--- config.mk ---
export PLATFORM = sky130hd
export DESIGN_NAME = ssi_top
export DESIGN_NICKNAME = d
export VERILOG_FILES = /design/src/core/ssi_pkg.sv /design/src/core/ssi_top.sv
export VERILOG_INCLUDE_DIRS = /design/src /design/src/core
export SDC_FILE = /design/constraint.sdc
export NUM_CORES = 1
export LEC_CHECK = 0
export BUFFER_PORTS_ARGS = -buffer_cell sky130_fd_sc_hd__buf_2
export CAP_MARGIN = 30
export CORE_MARGIN = 3
export CORE_UTILIZATION = 40
export CTS_BUF_LIST = sky130_fd_sc_hd__clkbuf_16
export CTS_CLUSTER_SIZE = 28
export DETAILED_ROUTE_END_ITERATION = 10
export SETUP_SLACK_MARGIN = 0.2
export SYNTH_ARGS = -nofsm -noshare
export SYNTH_HDL_FRONTEND = slang
export SYNTH_SLANG_ARGS = --single-unit
--- constraint.sdc ---
create_clock -name I_CORE_CLK -period 2.45 [get_ports I_CORE_CLK]
set_input_delay 0.245 -clock I_CORE_CLK [delete_from_list [all_inputs] [get_ports I_CORE_CLK]]
set_output_delay 0.245 -clock I_CORE_CLK [all_outputs]
set_load 0.1 [all_outputs]
--- src/core/ssi_consts.svh ---
`ifndef SSI_CONSTS_SVH
`define SSI_CONSTS_SVH

// register byte offsets
`define SSI_OFS_THR0 9'h0CC
`define SSI_OFS_THR1 9'h0D0
`define SSI_OFS_TOC0 9'h0D4
`define SSI_OFS_TOC1 9'h0D8
`define SSI_OFS_IEN 9'h0E0
`define SSI_OFS_IST 9'h0E4
`define SSI_OFS_PST 9'h110

// writable bits of each register, reserved bits read zero
`define SSI_THR_MASK 32'h1FFF_1FFF
`define SSI_TOC_MASK 32'hEFFF_FFFF
`define SSI_IRQ_MASK 32'hFFE0_0000

// line threshold fields
`define SSI_THR_TSEL 28
`define SSI_THR_TTHR_HI 27
`define SSI_THR_TTHR_LO 16
`define SSI_THR_SSEL 12
`define SSI_THR_STHR_HI 11
`define SSI_THR_STHR_LO 0

// timeout configuration fields
`define SSI_TOC_VMODE 31
`define SSI_TOC_CMODE 30
`define SSI_TOC_PORTA 29
`define SSI_TOC_VCNT_HI 27
`define SSI_TOC_VCNT_LO 24
`define SSI_TOC_CCNT_HI 23
`define SSI_TOC_CCNT_LO 0

// primary status bit positions
`define SSI_PS_BUS_PAR 31
`define SSI_PS_BUS_ABORT 30
`define SSI_PS_RT_PAR 29
`define SSI_PS_IRQ_T1 28
`define SSI_PS_IRQ_T0 27
`define SSI_PS_LATE_T1 26
`define SSI_PS_LATE_T0 25
`define SSI_PS_ERR_T1 24
`define SSI_PS_ERR_T0 23
`define SSI_PS_TO_T1 22
`define SSI_PS_TO_T0 21

// reset values
`define SSI_RST_REG 32'h0000_0000
`define SSI_RST_RDATA 32'h0000_0000

`endif

--- src/core/ssi_pkg.sv ---
`default_nettype none
package ssi_pkg;
  typedef struct packed {
    logic [1:0][31:0] thr;
    logic [1:0][31:0] toc;
    logic [31:0] ien;
    logic [31:0] ist;
    logic [31:0] pst;
    logic [1:0][23:0] ccnt;
    logic [1:0][3:0] vcnt;
    logic [1:0] wait_prev;
    logic [1:0] vs_meta;
    logic [1:0] vs_sync;
    logic [1:0] vs_prev;
    logic [11:0] hsc_src_prev;
    logic [11:0] hsc_tgt_prev;
    logic [11:0] brs_src_prev;
    logic [11:0] brs_tgt_prev;
    logic [1:0] src_evt;
    logic [1:0] tgt_evt;
    logic [31:0] rdata;
  } ssi_state_t;
endpackage
`default_nettype wire

--- src/core/ssi_top.sv ---
// Operation
// - per task, flag source/target line event when selected counter reaches threshold
// - zero threshold raises the line event on every line
// - bit 28 target select, bit 12 source select: 0 horizontal, 1 binary-ratio
// - target threshold bits 27..16, source threshold bits 11..0, rest reserved
// - timeout settings govern pause/deadline-check waits; zero count disables timeout
// - bit 31 vsync mode, bit 30 clock mode: none, clock, vsync, both
// - bit 29 picks vsync port for timeout: 1 port A, 0 port B
// - bits 27..24 give vsync timeout of 1 to 15 syncs
// - bits 23..0 give bus clock cycles before timeout is detected
// - interrupt status set from primary status events or status writes, with enable set
// - writing 1 clears an interrupt status bit, otherwise it stays
// - status writes change no status; writing 1 triggers enabled interrupt
// - some primary bits summarise groups of secondary status bits
// - bit 31 bus parity error, interrupt on rising edge
// - bit 30 device-started access aborted, interrupt on rising edge
// - bit 29 real-time parity error since last port A vsync or last wait
// - bits 28/27 sequencer command interrupt from task 1/task 0
// - bits 26/25 set by deadline check, cleared on task restart
// - bits 24/23 reflect task secondary error bits, cleared on restart
// - bit 22 set when task 1 waits past timeout, cleared on restart
// - bit 21 set when task 0 waits past timeout, cleared on restart
`include "ssi_consts.svh"
`default_nettype none
module ssi_top import ssi_pkg::*; (
  input wire logic I_CORE_CLK,
  input wire logic I_RSTN,
  input wire logic [8:0] I_ADDR,
  input wire logic [31:0] I_WDATA,
  input wire logic I_WR,
  input wire logic I_RD,
  input wire logic [11:0] I_HSC_SRC_LINE,
  input wire logic [11:0] I_HSC_TGT_LINE,
  input wire logic [11:0] I_BRS_SRC_LINE,
  input wire logic [11:0] I_BRS_TGT_LINE,
  input wire logic [1:0] I_TASK_START,
  input wire logic [1:0] I_TASK_WAIT,
  input wire logic [1:0] I_SEQ_IRQ,
  input wire logic [1:0] I_DEADLINE_MISSED,
  input wire logic [3:0] I_SEQ_ERR_T0,
  input wire logic [3:0] I_SEQ_ERR_T1,
  input wire logic I_BUS_PARITY_ERR,
  input wire logic I_BUS_ABORT_ERR,
  input wire logic I_RT_PARITY_ERR,
  input wire logic I_VSYNC_A,
  input wire logic I_VSYNC_B,
  output logic [31:0] O_RDATA,
  output logic [1:0] O_SRC_LINE_EVT,
  output logic [1:0] O_TGT_LINE_EVT,
  output logic [1:0] O_WAIT_TIMEOUT
);

  ssi_state_t q;
  ssi_state_t d;

  // a counter that moved onto the threshold, or any move when threshold is zero
  function automatic logic line_hit(input logic [11:0] cnt, input logic [11:0] prev,
                                    input logic [11:0] thr);
    line_hit = (cnt != prev) && ((thr == 12'h000) || (cnt == thr));
  endfunction

  function automatic logic [31:0] reg_read(input ssi_state_t s, input logic [8:0] a);
    unique case (a)
      `SSI_OFS_THR0: reg_read = s.thr[0];
      `SSI_OFS_THR1: reg_read = s.thr[1];
      `SSI_OFS_TOC0: reg_read = s.toc[0];
      `SSI_OFS_TOC1: reg_read = s.toc[1];
      `SSI_OFS_IEN: reg_read = s.ien;
      `SSI_OFS_IST: reg_read = s.ist;
      `SSI_OFS_PST: reg_read = s.pst;
      default: reg_read = 32'h0000_0000;
    endcase
  endfunction

  logic [1:0] hsc_src_hit;
  logic [1:0] hsc_tgt_hit;
  logic [1:0] brs_src_hit;
  logic [1:0] brs_tgt_hit;
  logic [1:0] vs_edge;
  logic [1:0] wait_entry;
  logic [1:0] task_vs;
  logic [1:0] clk_expire;
  logic [1:0] vs_expire;
  logic [1:0] err_any;
  logic [31:0] pst_n;
  logic [31:0] ist_set;
  logic [31:0] ist_clr;
  logic [11:0] src_thr;
  logic [11:0] tgt_thr;
  logic [3:0] vcfg;
  logic [23:0] ccfg;

  always_comb begin
    d = q;
    hsc_src_hit = '0;
    hsc_tgt_hit = '0;
    brs_src_hit = '0;
    brs_tgt_hit = '0;
    task_vs = '0;
    clk_expire = '0;
    vs_expire = '0;
    src_thr = 12'h000;
    tgt_thr = 12'h000;
    vcfg = 4'h0;
    ccfg = 24'h00_0000;

    // vsync pins: two-stage synchroniser, edges seen only after the second stage
    d.vs_meta = {I_VSYNC_A, I_VSYNC_B};
    d.vs_sync = q.vs_meta;
    d.vs_prev = q.vs_sync;
    vs_edge = q.vs_sync & ~q.vs_prev;

    d.wait_prev = I_TASK_WAIT;
    wait_entry = I_TASK_WAIT & ~q.wait_prev;

    d.hsc_src_prev = I_HSC_SRC_LINE;
    d.hsc_tgt_prev = I_HSC_TGT_LINE;
    d.brs_src_prev = I_BRS_SRC_LINE;
    d.brs_tgt_prev = I_BRS_TGT_LINE;

    for (int t = 0; t < 2; t++) begin
      src_thr = q.thr[t][`SSI_THR_STHR_HI:`SSI_THR_STHR_LO];
      tgt_thr = q.thr[t][`SSI_THR_TTHR_HI:`SSI_THR_TTHR_LO];
      hsc_src_hit[t] = line_hit(I_HSC_SRC_LINE, q.hsc_src_prev, src_thr);
      brs_src_hit[t] = line_hit(I_BRS_SRC_LINE, q.brs_src_prev, src_thr);
      hsc_tgt_hit[t] = line_hit(I_HSC_TGT_LINE, q.hsc_tgt_prev, tgt_thr);
      brs_tgt_hit[t] = line_hit(I_BRS_TGT_LINE, q.brs_tgt_prev, tgt_thr);
      // one-cycle pulses; a threshold written late simply misses the line already passed
      d.src_evt[t] = q.thr[t][`SSI_THR_SSEL] ? brs_src_hit[t] : hsc_src_hit[t];
      d.tgt_evt[t] = q.thr[t][`SSI_THR_TSEL] ? brs_tgt_hit[t] : hsc_tgt_hit[t];

      vcfg = q.toc[t][`SSI_TOC_VCNT_HI:`SSI_TOC_VCNT_LO];
      ccfg = q.toc[t][`SSI_TOC_CCNT_HI:`SSI_TOC_CCNT_LO];
      task_vs[t] = q.toc[t][`SSI_TOC_PORTA] ? vs_edge[1] : vs_edge[0];

      if (wait_entry[t] || I_TASK_START[t]) begin
        d.ccnt[t] = ccfg;
        d.vcnt[t] = vcfg;
      end else if (I_TASK_WAIT[t]) begin
        // counters rest at zero after expiry, so each wait times out once
        if (q.toc[t][`SSI_TOC_CMODE] && (ccfg != 24'h00_0000) &&
            (q.ccnt[t] != 24'h00_0000)) begin
          d.ccnt[t] = q.ccnt[t] - 24'h00_0001;
          clk_expire[t] = (q.ccnt[t] == 24'h00_0001);
        end
        if (q.toc[t][`SSI_TOC_VMODE] && (vcfg != 4'h0) &&
            (q.vcnt[t] != 4'h0) && task_vs[t]) begin
          d.vcnt[t] = q.vcnt[t] - 4'h1;
          vs_expire[t] = (q.vcnt[t] == 4'h1);
        end
      end
    end

    // primary status: hardware sets, restart or vsync clears, sets win
    err_any = {|I_SEQ_ERR_T1, |I_SEQ_ERR_T0};
    pst_n = q.pst;
    if (I_TASK_START[1]) begin
      pst_n[`SSI_PS_LATE_T1] = 1'b0;
      pst_n[`SSI_PS_ERR_T1] = 1'b0;
      pst_n[`SSI_PS_TO_T1] = 1'b0;
      pst_n[`SSI_PS_IRQ_T1] = 1'b0;
    end
    if (I_TASK_START[0]) begin
      pst_n[`SSI_PS_LATE_T0] = 1'b0;
      pst_n[`SSI_PS_ERR_T0] = 1'b0;
      pst_n[`SSI_PS_TO_T0] = 1'b0;
      pst_n[`SSI_PS_IRQ_T0] = 1'b0;
    end
    // real-time parity window restarts at each port A vsync or any wait entry
    if (vs_edge[1] || (|wait_entry)) begin
      pst_n[`SSI_PS_RT_PAR] = 1'b0;
    end
    // bus error flags are sticky until their interrupt bit is acknowledged
    if (I_WR && (I_ADDR == `SSI_OFS_IST)) begin
      if (I_WDATA[`SSI_PS_BUS_PAR]) begin
        pst_n[`SSI_PS_BUS_PAR] = 1'b0;
      end
      if (I_WDATA[`SSI_PS_BUS_ABORT]) begin
        pst_n[`SSI_PS_BUS_ABORT] = 1'b0;
      end
    end
    if (I_BUS_PARITY_ERR) begin
      pst_n[`SSI_PS_BUS_PAR] = 1'b1;
    end
    if (I_BUS_ABORT_ERR) begin
      pst_n[`SSI_PS_BUS_ABORT] = 1'b1;
    end
    if (I_RT_PARITY_ERR) begin
      pst_n[`SSI_PS_RT_PAR] = 1'b1;
    end
    if (I_SEQ_IRQ[1]) begin
      pst_n[`SSI_PS_IRQ_T1] = 1'b1;
    end
    if (I_SEQ_IRQ[0]) begin
      pst_n[`SSI_PS_IRQ_T0] = 1'b1;
    end
    if (I_DEADLINE_MISSED[1]) begin
      pst_n[`SSI_PS_LATE_T1] = 1'b1;
    end
    if (I_DEADLINE_MISSED[0]) begin
      pst_n[`SSI_PS_LATE_T0] = 1'b1;
    end
    if (err_any[1]) begin
      pst_n[`SSI_PS_ERR_T1] = 1'b1;
    end
    if (err_any[0]) begin
      pst_n[`SSI_PS_ERR_T0] = 1'b1;
    end
    if (clk_expire[1] || vs_expire[1]) begin
      pst_n[`SSI_PS_TO_T1] = 1'b1;
    end
    if (clk_expire[0] || vs_expire[0]) begin
      pst_n[`SSI_PS_TO_T0] = 1'b1;
    end
    d.pst = pst_n & `SSI_IRQ_MASK;

    // interrupt status: rising edges of status plus software triggers, gated by enable
    ist_set = pst_n & ~q.pst;
    if (I_WR && (I_ADDR == `SSI_OFS_PST)) begin
      ist_set = ist_set | I_WDATA;
    end
    ist_set = ist_set & q.ien & `SSI_IRQ_MASK;
    ist_clr = '0;
    if (I_WR && (I_ADDR == `SSI_OFS_IST)) begin
      ist_clr = I_WDATA;
    end
    d.ist = (q.ist & ~ist_clr) | ist_set;

    // register writes; status stays read-only
    if (I_WR) begin
      unique case (I_ADDR)
        `SSI_OFS_THR0: d.thr[0] = I_WDATA & `SSI_THR_MASK;
        `SSI_OFS_THR1: d.thr[1] = I_WDATA & `SSI_THR_MASK;
        `SSI_OFS_TOC0: d.toc[0] = I_WDATA & `SSI_TOC_MASK;
        `SSI_OFS_TOC1: d.toc[1] = I_WDATA & `SSI_TOC_MASK;
        `SSI_OFS_IEN: d.ien = I_WDATA & `SSI_IRQ_MASK;
        default: d.rdata = q.rdata;
      endcase
    end

    // read data only in the cycle after the strobe
    if (I_RD) begin
      d.rdata = reg_read(q, I_ADDR);
    end else begin
      d.rdata = `SSI_RST_RDATA;
    end
  end

  always_ff @(posedge I_CORE_CLK or negedge I_RSTN) begin
    if (!I_RSTN) begin
      q <= '0;
    end else begin
      q <= d;
    end
  end

  assign O_RDATA = q.rdata;
  assign O_SRC_LINE_EVT = q.src_evt;
  assign O_TGT_LINE_EVT = q.tgt_evt;
  assign O_WAIT_TIMEOUT = {q.pst[`SSI_PS_TO_T1], q.pst[`SSI_PS_TO_T0]};

endmodule
`default_nettype wire

==> results by group <==
Global route
  – Initial antenna violation count: 0
  – Total GRT Usage: 23.0%
  – First-pass GRT wire length: about 74 mm
  – Largest net degree at the start of global routing: 65
  – Number of global-route vias before repair: 12.5k
  – Grt ovf: 0

Logic synthesis
  – Seq/Total Area, Yosys: 51.4%
  – Warnings from Yosys: 0
  – #FFs+latches synth: 316
  – Synth top area cells: dfrtp_1 51%, mux2_2 9.2%, xnor2_1 4.7%
  – Asr flop ratio synth: 100%
  – Post-Synthesis Net Count: 1480
  – Syn Inst Count: approximately 1.4k
  – Synth Cell Area: about 0.015 sq mm
  – EDFF count, synth: 0
  – Leading register cell type out of synthesis: dfrtp_1
  – Area share of the leading cell type in the synthesized netlist: about half
  – Netlist cell types: 70
  – Syn avg cell area: 11.3 sq um
  – Synth area leader: dfrtp_1

Min path
  – Hold EP: q[184]
  – HP Class: in -> reg
  – Hold path cells: 2
  – Hold Startpoint: I_WDATA[4]

Flow run
  – Max Cap Viol: 0

Clock network
  – Clock transition at the registers of the reported paths: 0.06 ns
  – Clock sink count: 316
  – TritonCTS buffer count: 36
  – Clock buffer depth: 3
  – Clock latency on the worst-skew pair: 0.52 ns
  – Clock root buffer: clkbuf_16
  – CTS tree: done
  – H-Tree Depth: 2

Floorplan
  – I/O pin cnt: 152
  – Die area: 0.0408 sq mm
  – Die height: 202 um
  – Starting Density: 40.7%
  – Core area: 0.0378 sq mm
  – Rows: around 70
  – Die extent in x: 202 um

Cells and area
  – Synth-to-Final Area Change: 24.7%
  – Util after Layout: approximately half
  – Layout Nets: 1750
  – Number of diodes: 0
  – Layout cells sized above 1: between 20% and 30%

Power and ir drop
  – Maximum VDD drop: 0.533 mV
  – Tot Pwr: 12.5 mW
  – Power per cell area: 654 mW/mm^2
  – Leakage: 8.87 nW

Worst setup path
  – Largest stage delay, worst path: 0.56 ns
  – Buf/Inv on CP: 1
  – Top delay family on crit path: simple AND/OR/NAND/NOR gates
  – Worst R2R Start: q[108]
  – WS Path Type: reg -> reg
  – Critical path data required time: approximately 2.9 ns
  – Worst Setup Start Kind: flip-flop
  – Worst-path cell chain: or4_4 -> nor4b_4 -> and3_4 -> or3_4 -> buf_6 -> o21bai_1 -> a221o_1
  – Critical R2R Capture: q[115]
  – CP Capture Type: flip-flop
  – Worst path arrival time: approximately 2.6 ns
  – Crit-path slowest cell: or4_4
  – Worst Path Max Fanout: 8
  – FF-to-FF path depth: 7
  – Register-to-Register Setup Slack: 0.22 ns

Detailed routing
  – Initial DRC count: ~900
  – Drt first pass iters: 6
  – WL per Instance: 21.9 um
  – Total wire length: 47.4 mm
  – Residual DRC: 0
  – Post-route ant nets: 0
  – Mean number of vias per cell: 5.65
  – Vias: between 10k and 15k

Timing
  – Setup TNS: 0 ns
  – Setup Skew: 0.0160 ns
  – Slew Limit Fails: 0
  – FMAX: 448 MHz
  – Slew Limit Headroom: between 30 and 40%
  – Post-layout min period: 2.23 ns
  – Final setup viols: 0
  – Worst Max-Slew Pin Slew: 0.903 ns
  – Fin. Hold Viols: 0
  – Crit share post-route: ~91%
  – RSZ-0062 raised after global routing: yes
  – Fin Hold WS: 0.0237 ns

Status
  – Status: complete, no violations

Place
  – DP Wirelength: 34.1 mm
  – Gpl congestion: 0.922
  – Port Buf Inserts: approximately 150
## per-layer routing
metal	up-vias	global-route usage, %	wire [um]
met5	-	0	0
met4	0	6.93	1490
met3	92	2.92	2220
met2	382	38.8	22700
met1	6172	31.1	21000
li1	5549	-	-
## stage by stage
step / cell area [sq um] / setup slack, ns / instances
6_report: 19200 / 0.217 / 2160
5_1_grt: 19200 / 0.149 / 2160
4_1_cts: 19000 / 0.186 / 2156
3_5_place_dp: 17100 / 0.101 / 2017
3_3_place_gp: 17100 / 0.0981 / 2017
2_1_floorplan: 15400 / 0.187 / 1356
## logic make-up (layout without fill, tap and decap cells)
| group | after synthesis | after routing | share of synthesized area [%] |
|---|---|---|---|
| and+or+nand+nor | 351 | 351 | 12.4 |
| DFF | 316 | 316 | 51.4 |
| AOI/OAI and AO/OA | 272 | 272 | 12.8 |
| buffers and inverters | 119 | 412 | 4.11 |
| xor gates and xnor gates | 159 | 159 | 9.05 |
| adders and majority gates | 10 | 10 | 0.814 |
| muxes | 129 | 129 | 9.41 |
## registers in the layout, indices dropped and copies added (netlist names)
| name | cells |
|---|---|
| O_TGT_LINE_EVT | 2 |
| ccfg | 24 |
| O_SRC_LINE_EVT | 2 |
| q | 250 |
| O_RDATA | 32 |
| O_WAIT_TIMEOUT | 2 |
| d | 4 |
## cell usage after synthesis (7+ instances only)
cell type and instances:
dfrtp_1 316, mux2_2 125, nand2_1 95, xnor2_1 82, xor2_1 77, nor4_1 66
a21oi_1 43, buf_4 42, o21ai_0 42, clkbuf_1 40, nor2_1 39, a22oi_1 36
a222oi_1 27, nand3_1 27, nand4_1 24, inv_1 23, nor3_1 23, a21boi_0 21
or3_1 16, a221o_1 15, o31ai_1 11, ha_1 10, a21o_1 9, a22o_1 9
a31oi_1 9, buf_2 9, nand2b_1 9, a221oi_1 8, or4_1 8, or2_2 7
## report_power, final
group,internal [mW],switching (mW)
logic,0.716,0.974
registers,5.40,0.172
clock network,3.15,2.14
## how the worst max path moves through the flow
stage / from / end / slack [ns] / cells past startpoint
6_report: q[108] / q[115] / 0.22 / 7
5_1_grt: q[108] / q[117] / 0.15 / 7
4_1_cts: q[126] / q[133] / 0.19 / 8
3_5_place_dp: q[126] / q[133] / 0.10 / 8
3_3_place_gp: ccfg[10] / q[138] / 0.1 / 7
2_1_floorplan: q[135] / q[144] / 0.19 / 9
## layout make-up
class,instances,area [sq um]
clock buffers,37,926
clock inverters,24,211
fillers,3380,18600
inverters,23,86.3
multi-input cells,921,6990
flip-flops and latches,316,7910
well taps,511,639
repair buffers,328,2420
## repair_timing
item	4_1_cts	5_1_grt
setup buffers	9	4
pin swaps	3	9
hold buffers	69	0
resized for setup	9	23
hold endpoints to repair	121	0
endpoints found under the setup margin	20	43
## placed cells by master, fill, tap and decap left out, types with 5 or more instances in the layout
cell type,count
dfrtp_1,316
buf_2,150
mux2_2,125
nand2_1,95
buf_4,93
xnor2_1,82
xor2_1,77
dlygate4sd3_1,69
nor4_1,60
a21oi_1,43
o21ai_0,41
clkbuf_16,37
a22oi_1,36
nor2_1,36
inv_1,28
a222oi_1,27
nand4_1,24
nand3_1,24
a21boi_0,21
nor3_1,20
a221o_1,15
or3_1,14
o31ai_1,11
buf_12,11
ha_1,10
nand2b_1,9
a21o_1,9
a22o_1,9
a31oi_1,8
a221oi_1,8
or4_1,7
clkinv_2,7
or2_2,6
nor4_2,6
and2_1,6
a211o_1,6
clkinv_1,6
o21ai_1,5
Power figures use the tool's default switching activity.
